<file path="src/arrc_defs.vh">
// Constants for the converter reference, buffer and result register block.
// Assumes a plain byte-wide register port with one-cycle strobes.
//
// Overview of operation
// - Reference select bits pick internal reference level
// - Reference high bit resets to one
// - Converter reference independent of comparator reference
// - Buffer field selects input configuration
// - Result is 13-bit two's complement
// - Result invalid during single-shot conversion
// - Continuous mode holds latest result
// - Upper byte read latches lower bits
// - Result registers are read-only
// - Lower register bits 7:3 hold LSBs
// - Lower register bit 0 is overflow
// - Result undefined until conversion completes
`ifndef ARRC_DEFS_VH
`define ARRC_DEFS_VH

// Register offsets, byte addresses on the 12-bit port
`define ARRC_ADDR_CFG 12'hF71
`define ARRC_ADDR_RES_HI 12'hF72
`define ARRC_ADDR_RES_LO 12'hF73
`define ARRC_ADDR_IRQ_STAT 12'hF74
`define ARRC_ADDR_IRQ_CLR 12'hF75
`define ARRC_ADDR_IRQ_EN 12'hF76
`define ARRC_ADDR_STATUS 12'hF77

// Configuration register layout and reset
`define ARRC_CFG_RESET 8'h80
`define ARRC_CFG_REFHI_BIT 7
`define ARRC_CFG_BUF_MSB 2

// Reference levels, {hi, lo}
`define ARRC_REF_EXTERNAL 2'h0
`define ARRC_REF_1V0 2'h1
`define ARRC_REF_2V0 2'h2
`define ARRC_REF_RESERVED 2'h3

// Buffer modes
`define ARRC_BUF_SE_UNBUF 3'h0
`define ARRC_BUF_SE_BUF 3'h1
`define ARRC_BUF_DIFF_UNBUF 3'h4
`define ARRC_BUF_DIFF_BUF 3'h5

// Result layout
`define ARRC_RES_WIDTH 13
`define ARRC_RES_LO_BITS 5

// Interrupt status bit positions
`define ARRC_IRQ_DONE 0
`define ARRC_IRQ_OVF 1
`define ARRC_IRQ_BADCFG 2
`define ARRC_IRQ_NUM 3

`endif

</file>
<file path="src/arrc_cfg_decode.v">
// Decodes the configuration byte into reference and buffer controls.
// Assumes the byte comes from the register file; output is combinational.
`timescale 1ns/1ps
`include "arrc_defs.vh"

module arrc_cfg_decode (
    input wire [1:0] ref_sel_in,
    input wire [2:0] buf_cfg_in,
    output reg ref_int_en_out,
    output reg [1:0] ref_level_out,
    output reg diff_en_out,
    output reg buf_en_out,
    output reg bad_cfg_out
);

    // Reference and buffer decode
    always @* begin
        // Internal reference off only on the external code
        ref_int_en_out = (ref_sel_in != `ARRC_REF_EXTERNAL);
        ref_level_out = ref_sel_in;
        diff_en_out = buf_cfg_in[`ARRC_CFG_BUF_MSB];
        buf_en_out = buf_cfg_in[0];
        // Reserved codes flagged so software sees misuse
        bad_cfg_out = (ref_sel_in == `ARRC_REF_RESERVED) ||
            (buf_cfg_in != `ARRC_BUF_SE_UNBUF && buf_cfg_in != `ARRC_BUF_SE_BUF &&
             buf_cfg_in != `ARRC_BUF_DIFF_UNBUF && buf_cfg_in != `ARRC_BUF_DIFF_BUF);
    end

endmodule

</file>
<file path="src/arrc_irq.v">
// Sticky interrupt status with enable and write-one-to-clear.
// Assumes events are one-cycle pulses in the system clock domain.
`timescale 1ns/1ps
`include "arrc_defs.vh"

module arrc_irq #(
    parameter N = `ARRC_IRQ_NUM
) (
    input wire clk_in,
    input wire nrst_in,
    input wire [N-1:0] event_in,
    input wire [N-1:0] clear_in,
    input wire [N-1:0] enable_in,
    output wire [N-1:0] status_out,
    output reg irq_out
);

    reg [N-1:0] status_reg; // Sticky event bits
    genvar i;

    // One sticky bit per event; a set wins over a clear in the same cycle
    generate
        for (i = 0; i < N; i = i + 1) begin : g_bit
            always @(posedge clk_in) begin
                if (!nrst_in) begin
                    status_reg[i] <= 1'b0;
                end else if (event_in[i]) begin
                    status_reg[i] <= 1'b1;
                end else if (clear_in[i]) begin
                    status_reg[i] <= 1'b0;
                end
            end
        end
    endgenerate

    assign status_out = status_reg;

    // Registered level output, one cycle behind the status
    always @(posedge clk_in) begin
        if (!nrst_in) begin
            irq_out <= 1'b0;
        end else begin
            irq_out <= |(status_reg & enable_in);
        end
    end

endmodule

</file>
<file path="src/arrc_top.v">
// Converter reference/buffer configuration and result registers.
// Assumes the analog core delivers a finished result with a one-cycle pulse,
// and software on a simple byte port with one-cycle strobes.
//
// The strobed register port was decided locally.
`timescale 1ns/1ps
`include "arrc_defs.vh"

module arrc_top #(
    parameter RES_W = `ARRC_RES_WIDTH
) (
    input wire CLK_IN,
    input wire NRST_IN,
    input wire [11:0] ADDR_IN,
    input wire [7:0] WDATA_IN,
    input wire WR_IN,
    input wire RD_IN,
    output reg [7:0] RDATA_OUT,
    input wire CONV_DONE_IN,
    input wire [RES_W-1:0] CONV_RESULT_IN,
    input wire CONV_OVF_IN,
    input wire CONV_BUSY_IN,
    input wire CONV_CONT_IN,
    output reg REF_INT_EN_OUT,
    output reg [1:0] REF_LEVEL_OUT,
    output reg DIFF_EN_OUT,
    output reg BUF_EN_OUT,
    output reg IRQ_OUT
);

    // Configuration register; bits 6:3 kept but unused
    reg [7:0] cfg_reg;
    // Lower reference bit lives in another control register outside this block
    reg ref_lo_reg;
    // Live result, updated on each completed conversion
    reg [RES_W-1:0] result_reg;
    reg ovf_reg;
    // Lower bits frozen at the last upper-byte read
    reg [`ARRC_RES_LO_BITS-1:0] lo_latch_reg;
    reg ovf_latch_reg;
    // Valid once any conversion completed
    reg valid_reg;
    reg [`ARRC_IRQ_NUM-1:0] irq_en_reg;
    // Pulse one cycle after a reference or buffer write, when the decode sees the new value
    reg cfg_touch_reg;
    reg [7:0] rdata_next;

    wire ref_int_en;
    wire [1:0] ref_level;
    wire diff_en;
    wire buf_en;
    wire bad_cfg;
    wire irq;
    wire [`ARRC_IRQ_NUM-1:0] irq_status;
    wire [`ARRC_IRQ_NUM-1:0] irq_event;
    wire [`ARRC_IRQ_NUM-1:0] irq_clear;
    wire cfg_wr;

    assign cfg_wr = WR_IN && (ADDR_IN == `ARRC_ADDR_CFG);
    assign irq_clear = (WR_IN && ADDR_IN == `ARRC_ADDR_IRQ_CLR) ?
        WDATA_IN[`ARRC_IRQ_NUM-1:0] : {`ARRC_IRQ_NUM{1'b0}};
    // Reserved-code flag judged on the stored value, not the one being replaced
    assign irq_event = {bad_cfg && cfg_touch_reg, CONV_DONE_IN && CONV_OVF_IN, CONV_DONE_IN};

    // Marks the cycle after any write that can change the decoded configuration
    always @(posedge CLK_IN) begin
        if (!NRST_IN) begin
            cfg_touch_reg <= 1'b0;
        end else begin
            cfg_touch_reg <= cfg_wr || (WR_IN && ADDR_IN == `ARRC_ADDR_STATUS);
        end
    end

    // Configuration decode; comparator reference is not an input here
    arrc_cfg_decode u_dec (
        .ref_sel_in({cfg_reg[`ARRC_CFG_REFHI_BIT], ref_lo_reg}),
        .buf_cfg_in(cfg_reg[`ARRC_CFG_BUF_MSB:0]),
        .ref_int_en_out(ref_int_en),
        .ref_level_out(ref_level),
        .diff_en_out(diff_en),
        .buf_en_out(buf_en),
        .bad_cfg_out(bad_cfg)
    );

    arrc_irq #(.N(`ARRC_IRQ_NUM)) u_irq (
        .clk_in(CLK_IN),
        .nrst_in(NRST_IN),
        .event_in(irq_event),
        .clear_in(irq_clear),
        .enable_in(irq_en_reg),
        .status_out(irq_status),
        .irq_out(irq)
    );

    // Software-writable registers
    always @(posedge CLK_IN) begin
        if (!NRST_IN) begin
            cfg_reg <= `ARRC_CFG_RESET;
            ref_lo_reg <= 1'b0;
            irq_en_reg <= {`ARRC_IRQ_NUM{1'b0}};
        end else if (WR_IN) begin
            if (ADDR_IN == `ARRC_ADDR_CFG) begin
                // Whole byte stored, middle bits have no effect
                cfg_reg <= WDATA_IN;
            end else if (ADDR_IN == `ARRC_ADDR_STATUS) begin
                // Lower reference bit mirrored here for this block
                ref_lo_reg <= WDATA_IN[0];
            end else if (ADDR_IN == `ARRC_ADDR_IRQ_EN) begin
                irq_en_reg <= WDATA_IN[`ARRC_IRQ_NUM-1:0];
            end
        end
    end

    // Result capture; writes from software never reach here
    always @(posedge CLK_IN) begin
        if (!NRST_IN) begin
            // Cleared for determinism; software must not trust it
            result_reg <= {RES_W{1'b0}};
            ovf_reg <= 1'b0;
            valid_reg <= 1'b0;
        end else if (CONV_DONE_IN) begin
            // Latest completed result always held
            result_reg <= CONV_RESULT_IN;
            ovf_reg <= CONV_OVF_IN;
            valid_reg <= 1'b1;
        end
    end

    // Upper-byte read freezes the matching lower bits
    always @(posedge CLK_IN) begin
        if (!NRST_IN) begin
            lo_latch_reg <= {`ARRC_RES_LO_BITS{1'b0}};
            ovf_latch_reg <= 1'b0;
        end else if (RD_IN && ADDR_IN == `ARRC_ADDR_RES_HI) begin
            lo_latch_reg <= result_reg[`ARRC_RES_LO_BITS-1:0];
            ovf_latch_reg <= ovf_reg;
        end
    end

    // Read mux; unmapped addresses return zero
    always @* begin
        rdata_next = 8'h00;
        if (!RD_IN) begin
            rdata_next = 8'h00;
        end else if (ADDR_IN == `ARRC_ADDR_CFG) begin
            rdata_next = cfg_reg;
        end else if (ADDR_IN == `ARRC_ADDR_RES_HI) begin
            // Upper eight bits of the result
            rdata_next = result_reg[RES_W-1:RES_W-8];
        end else if (ADDR_IN == `ARRC_ADDR_RES_LO) begin
            // Low bits on 7:3, overflow on bit 0
            rdata_next = {lo_latch_reg, 2'h0, ovf_latch_reg};
        end else if (ADDR_IN == `ARRC_ADDR_IRQ_STAT) begin
            rdata_next = {5'h00, irq_status};
        end else if (ADDR_IN == `ARRC_ADDR_IRQ_EN) begin
            rdata_next = {5'h00, irq_en_reg};
        end else if (ADDR_IN == `ARRC_ADDR_STATUS) begin
            // Busy in single-shot means the result is stale
            rdata_next = {4'h0, CONV_CONT_IN, CONV_BUSY_IN && !CONV_CONT_IN, valid_reg, ref_lo_reg};
        end
    end

    // All outputs registered
    always @(posedge CLK_IN) begin
        if (!NRST_IN) begin
            RDATA_OUT <= 8'h00;
            REF_INT_EN_OUT <= 1'b0;
            REF_LEVEL_OUT <= `ARRC_REF_EXTERNAL;
            DIFF_EN_OUT <= 1'b0;
            BUF_EN_OUT <= 1'b0;
            IRQ_OUT <= 1'b0;
        end else begin
            RDATA_OUT <= rdata_next;
            REF_INT_EN_OUT <= ref_int_en;
            REF_LEVEL_OUT <= ref_level;
            DIFF_EN_OUT <= diff_en;
            BUF_EN_OUT <= buf_en;
            IRQ_OUT <= irq;
        end
    end

endmodule

</file>
<file path="config.mk">
export PLATFORM = sky130hd
export DESIGN_NAME = arrc_top
export DESIGN_NICKNAME = d
export VERILOG_FILES = /design/src/arrc_cfg_decode.v /design/src/arrc_irq.v /design/src/arrc_top.v
export VERILOG_INCLUDE_DIRS = /design/src
export SDC_FILE = /design/constraint.sdc
export NUM_CORES = 1
export LEC_CHECK = 0
export BUFFER_PORTS_ARGS = -buffer_cell sky130_fd_sc_hd__buf_2
export CELL_PAD_IN_SITES_DETAIL_PLACEMENT = 0
export CELL_PAD_IN_SITES_GLOBAL_PLACEMENT = 1
export CORE_ASPECT_RATIO = 0.7
export CORE_MARGIN = 3
export CORE_UTILIZATION = 42
export CTS_CLUSTER_SIZE = 40
export DETAILED_ROUTE_END_ITERATION = 10
export GPL_ROUTABILITY_DRIVEN = 0
export PLACE_DENSITY_LB_ADDON = 0.1
export SYNTH_ARGS = -nofsm -noshare
export SYNTH_HDL_FRONTEND = slang
export SYNTH_SLANG_ARGS = --single-unit
</file>
<file path="constraint.sdc">
create_clock -name CLK_IN -period 2.2 [get_ports CLK_IN]
set_input_delay 0.11 -clock CLK_IN [delete_from_list [all_inputs] [get_ports CLK_IN]]
set_output_delay 0.11 -clock CLK_IN [all_outputs]
set_load 0.1 [all_outputs]
</file>
**Word-level counts from Yosys, hierarchy flattened**

Index checks and enable logic that the tools add are counted.

- Flip-flop bits (word level): 52
- Input bits: 41
- Logic and storage cells: 69

- Equal/unequal tests: 11
- Muxes and demuxes: 13
- Bitwise operators: 3
- Reduce and logical (&&, ||, !) cells: 23

Operators with widths:

| cell | count |
|---|---|
| $eq 12x12->1 const B | 7 |
| $mux 8 | 3 |
| $mux 4 | 3 |
| $logic_and 1x1->1 | 10 |
| $reduce_bool 2->1 | 4 |
| $mux 1 | 6 |
| $ne 3x3->1 const B | 2 |
| $reduce_and 2->1 | 2 |
| $reduce_and 4->1 | 1 |
| $and 3x3->3 | 1 |
| $mux 3 | 1 |
| $ne 3x1->1 const B | 1 |
| $reduce_and 3->1 | 1 |
| $reduce_bool 3->1 | 1 |
| $reduce_or 3->1 | 1 |
| $eq 2x2->1 const B | 1 |
| $logic_or 1x1->1 | 2 |
| $not 1->1 | 2 |
| $logic_not 1->1 | 1 |

**Depth between registers and ports, before layout**

- Depth in word-level cells: 8
- Depth in mapped cells: 5

**By module**

From an unflattened synthesis, not the netlist that was laid out.

- Cell total of the unflattened synthesis: 229
- Area, all modules: 2287.2 um^2

Modules (own cells, without submodules):

| module | instances | cells each | area an instance (um^2) | seq. area each (um^2) |
|---|---|---|---|---|
| arrc_top | 1 | 211 | 2104.5 | 960.9 |
| arrc_irq | 1 | 12 | 137.6 | 80.1 |
| arrc_cfg_decode | 1 | 6 | 45.0 | 0.0 |

**Worst setup path after synthesis**

No wires, ideal clock.

- Path kind: input to register
- From: input ADDR_IN[3]
- To: register cfg_reg[0]
- Setup time: 0.072 ns
- Arrival time: 1.176 ns
- Required time: 2.128 ns
- Setup slack: 0.952 ns
- Cell stages on the path: 3
- Buffers on the path: 0
- Cells stage by stage: nand4bb_4 > nor4_4 > mux2i_1

- Word-level cells in the longest chain between the ends: 2

Ends and longest elaborated chain:

| what | RTL line | source |
|---|---|---|
| start, declared | arrc_top.v:14 | `input wire [11:0] ADDR_IN,` |
| $eq 12x12->1 (no source line) | n/a |  |
| $reduce_and 2->1 (no source line) | n/a |  |
| end signal, assigned | arrc_top.v:98 | `` cfg_reg <= `ARRC_CFG_RESET; `` |
| end, declared | arrc_top.v:32 | `reg [7:0] cfg_reg;` |

Every way passes these cells.
A chain may end at the register's enable or synchronous reset.

**Final worst setup path**

- From: input ADDR_IN[3]
- To: register cfg_reg[4]

The elaborated chain is that of the path after synthesis.

==> metrics.md <==
| Metric | Value |
|---|---|
| Slowest stage delay, CP | `0.69 ns` |
| Max reg flops | `13` |
| Endpoint type of the worst setup path | `flop` |
| Residual DRC count | `0` |
| Clk_lat worst skew | `0.30 ns` |
| Crit start category | `primary input` |
| Antenna violations before repair | `0` |
| Distinct cell type count after synthesis | `41` |
| Most frequent cell after synthesis | `dfxtp_1` |
| Post-synth top cells | `dfxtp_1, nand2_1, mux2i_1` |
| Area delta synth->final | `19.4%` |
| Power Dens Cells | `648 nW/um^2` |
| Pint | `1.29 mW` |
| Die area | `6150 um^2` |
| Crit path arrival time | `1.46 ns` |
| WL final | `5030 um` |
| Met3 Use GR | `0.0474` |
| Clock Skew | `0.00480 ns` |
| CTS Buf Count | `5` |
| Syn Inst Count | `225` |
| Combinational share of power | `0.104` |
| EDFF count, synth | `0` |
| Clock network power share | `0.325` |
| Setup repair bufs after CTS | `0` |
| Slew @ Worst Pin | `0.767 ns` |
| Die H | `66.5 um` |
| Met1 global-route usage | `0.263` |
| CP cell instances | `buf_2, nand4bb_4, nor4_4, mux2i_1` |
| Post-synth top area cell | `dfxtp_1` |
| Vias in the first global route | `1683` |
| Worst Path Required | `2.43 ns` |
| CP max stage cell | `nor4_4` |
| Cts repair resizes | `0` |
| H-tree depth | `2` |
| Sequential cell area | `1040 um^2` |
| Gr ovfl total | `0` |
| Ant. Diodes | `0` |
| CTS tree | `built` |
| NetSw | `414 uW` |
| Area share of the largest cell type after synthesis | `0.474` |
| Syn Area/Cell | `9.77 um^2` |
| Sink Count | `52` |
| DP Worst Slack | `0.672 ns` |
| Status | `finished, final reports clean` |
| Routed vias/inst | `5.11` |
| CTS Root Cell | `clkbuf_8` |
| Detailed placement HPWL | `3860 um` |
| VDD IR max | `0.000292 V` |
| Fillers | `486` |
| Largest net degree at the start of global routing | `21` |
| Clk slew on worst S/H paths | `0.09 ns` |
| # setup viols final | `0` |
| Min-delay worst type | `in -> reg` |
| Area of the multi-input gates | `1080 um^2` |
| CORE AREA | `4910 um^2` |
| First-pass GRT wire length | `8380 um` |
| CP delay by family, top | `simple AND/OR/NAND/NOR gates` |
| Net Sw Frac | `0.243` |
| Leakage power | `1.16 nW` |
| Clk buf depth | `2` |
| Final min period | `1.23 ns` |
| Tot GR Track Use | `0.177` |
| Sequential area share after synthesis | `0.474` |
| Max-slew headroom | `0.484` |
| DR vias | `1773` |
| Crit-path max FO | `8` |
| Rows | `21` |
| Most Crowded Layer GR | `met1` |
| Post-synthesis xor/xnor area fraction | `0.00398` |
| Cell Area, Synth | `2200 um^2` |
| Post-synthesis simple-gate area fraction | `0.229` |
| Hold WS | `0.0125 ns` |
| Port bufs | `54` |
| Largest family of logic cells by synthesized area | `simple AND/OR/NAND/NOR gates` |
| Synthesized Nets | `266` |
| CP Class | `in -> reg` |
| Mux contribution to synthesized area | `0.182` |
| Synth Area in Compound Gates | `0.0757` |
| Hold-fix buffers, CTS | `0` |
| Final ANT Viol Nets | `0` |
| Yosys warns | `0` |
| Final worst slack | `0.974 ns` |
| I/O pin cnt | `55` |
| Drt pass-1 iters | `4` |
| Per-cell routed wire length | `14.5 um` |
| Nets | `318` |
| Pins Over Slew Limit | `0` |
| Adder-Cell Fraction of Synth Area | `0` |
| Maxcap violations | `0` |
| Flop pwr share | `0.572` |
| Synth top area cells | `dfxtp_1, mux2i_1, nand2_1` |
| DRT iter0 DRCs | `140` |
| Max Freq | `815 MHz` |
| Initial core utilization | `0.447` |
| Seq cells post-synth | `52` |
| Crit share post-route | `0.557` |
| Share of cells above drive strength 1 | `0.288` |
| RSZ-0062 raised after global routing | `false` |
| Final Hold Fails | `0` |
| Setup TNS | `0 ns` |
| Worst path bufs/invs | `1` |
| GRT met2 Usage | `0.248` |
| Asr flop ratio synth | `0` |
| Die Wd | `92.5 um` |
| Main synth FF type | `dfxtp_1` |
metal layers:
metal  wire, um  up-vias
li1           -      893
met5          0        -
met3        282        7
met1       2720      827
met2       1970       46
met4         59        0
worst paths after layout:
kind                                                  from                               end  cells after the start  slack, ns
worst min register to register    u_irq.irq_out$_SDFF_PN0_                IRQ_OUT$_SDFF_PN0_                      1       0.44
worst min-delay path                           WDATA_IN[1]  u_irq.status_out[1]$_SDFFE_PN0P_                      2       0.01
worst max-delay path                            ADDR_IN[3]           cfg_reg[4]$_SDFFE_PN0P_                      4       0.97
worst max register to register  irq_en_reg[0]$_SDFFE_PN0P_           RDATA_OUT[0]$_SDFF_PN0_                      3       1.08
stage by stage:
stage / instances / instance area (um^2) / util / power [mW]
2_1_floorplan: 225 / 2200 / - / 1.10
3_3_place_gp: 339 / 2530 / 0.515 / 1.17
3_5_place_dp: 339 / 2530 / 0.515 / 1.17
4_1_cts: 347 / 2620 / 0.534 / 1.72
5_1_grt: 347 / 2620 / 0.534 / 1.78
6_report: 347 / 2620 / 0.534 / 1.70
placed cells by master (no fill, tap or decap), drive strengths merged:
master and count:
o21ai 3, clkbuf 6, a22oi 4, nand4 4
and2 2, a222oi 1, nand4b 1, or4 1
xnor2 1, nand4bb 3, nand3 3, dfxtp 52
a311oi 1, and3b 1, clkinv 3, and3 1
o211a 1, buf 58, nor2b 3, a211oi 1
or2 1, nand2 36, inv 6, and4b 1
nor4 4, a21boi 1, and4bb 1, mux2 7
mux2i 32, nor2 20, and4 1, a31oi 2
a21oi 3, a221oi 4, a21o 2, nor3 6
nor3b 1
final cells by class:
type	instances	share of cell area
clock buffers	6	0.0315
clock inverters	2	0.00381
inverters	7	0.0100
multi-input cells	153	0.411
flip-flops and latches	52	0.397
well taps	69	0.0329
repair buffers	58	0.114
power by group through the flow:
stage / clock network [mW] / registers (mW) / logic, mW
final: 0.552 / 0.972 / 0.176
after global routing: 0.605 / 0.975 / 0.195
after CTS: 0.571 / 0.973 / 0.177
after detailed placement: 0 / 0.995 / 0.176
after global placement: 0 / 0.995 / 0.176
after floorplan: 0 / 1.01 / 0.0983
cell families after synthesis:
kind of cell              after synthesis
and+or+nand+nor                        90
DFF                                    52
muxes                                  39
AOI/OAI and AO/OA                      23
buffers and inverters                  20
xor gates and xnor gates                1
Note: power is estimated with default switching activity, not from simulation.
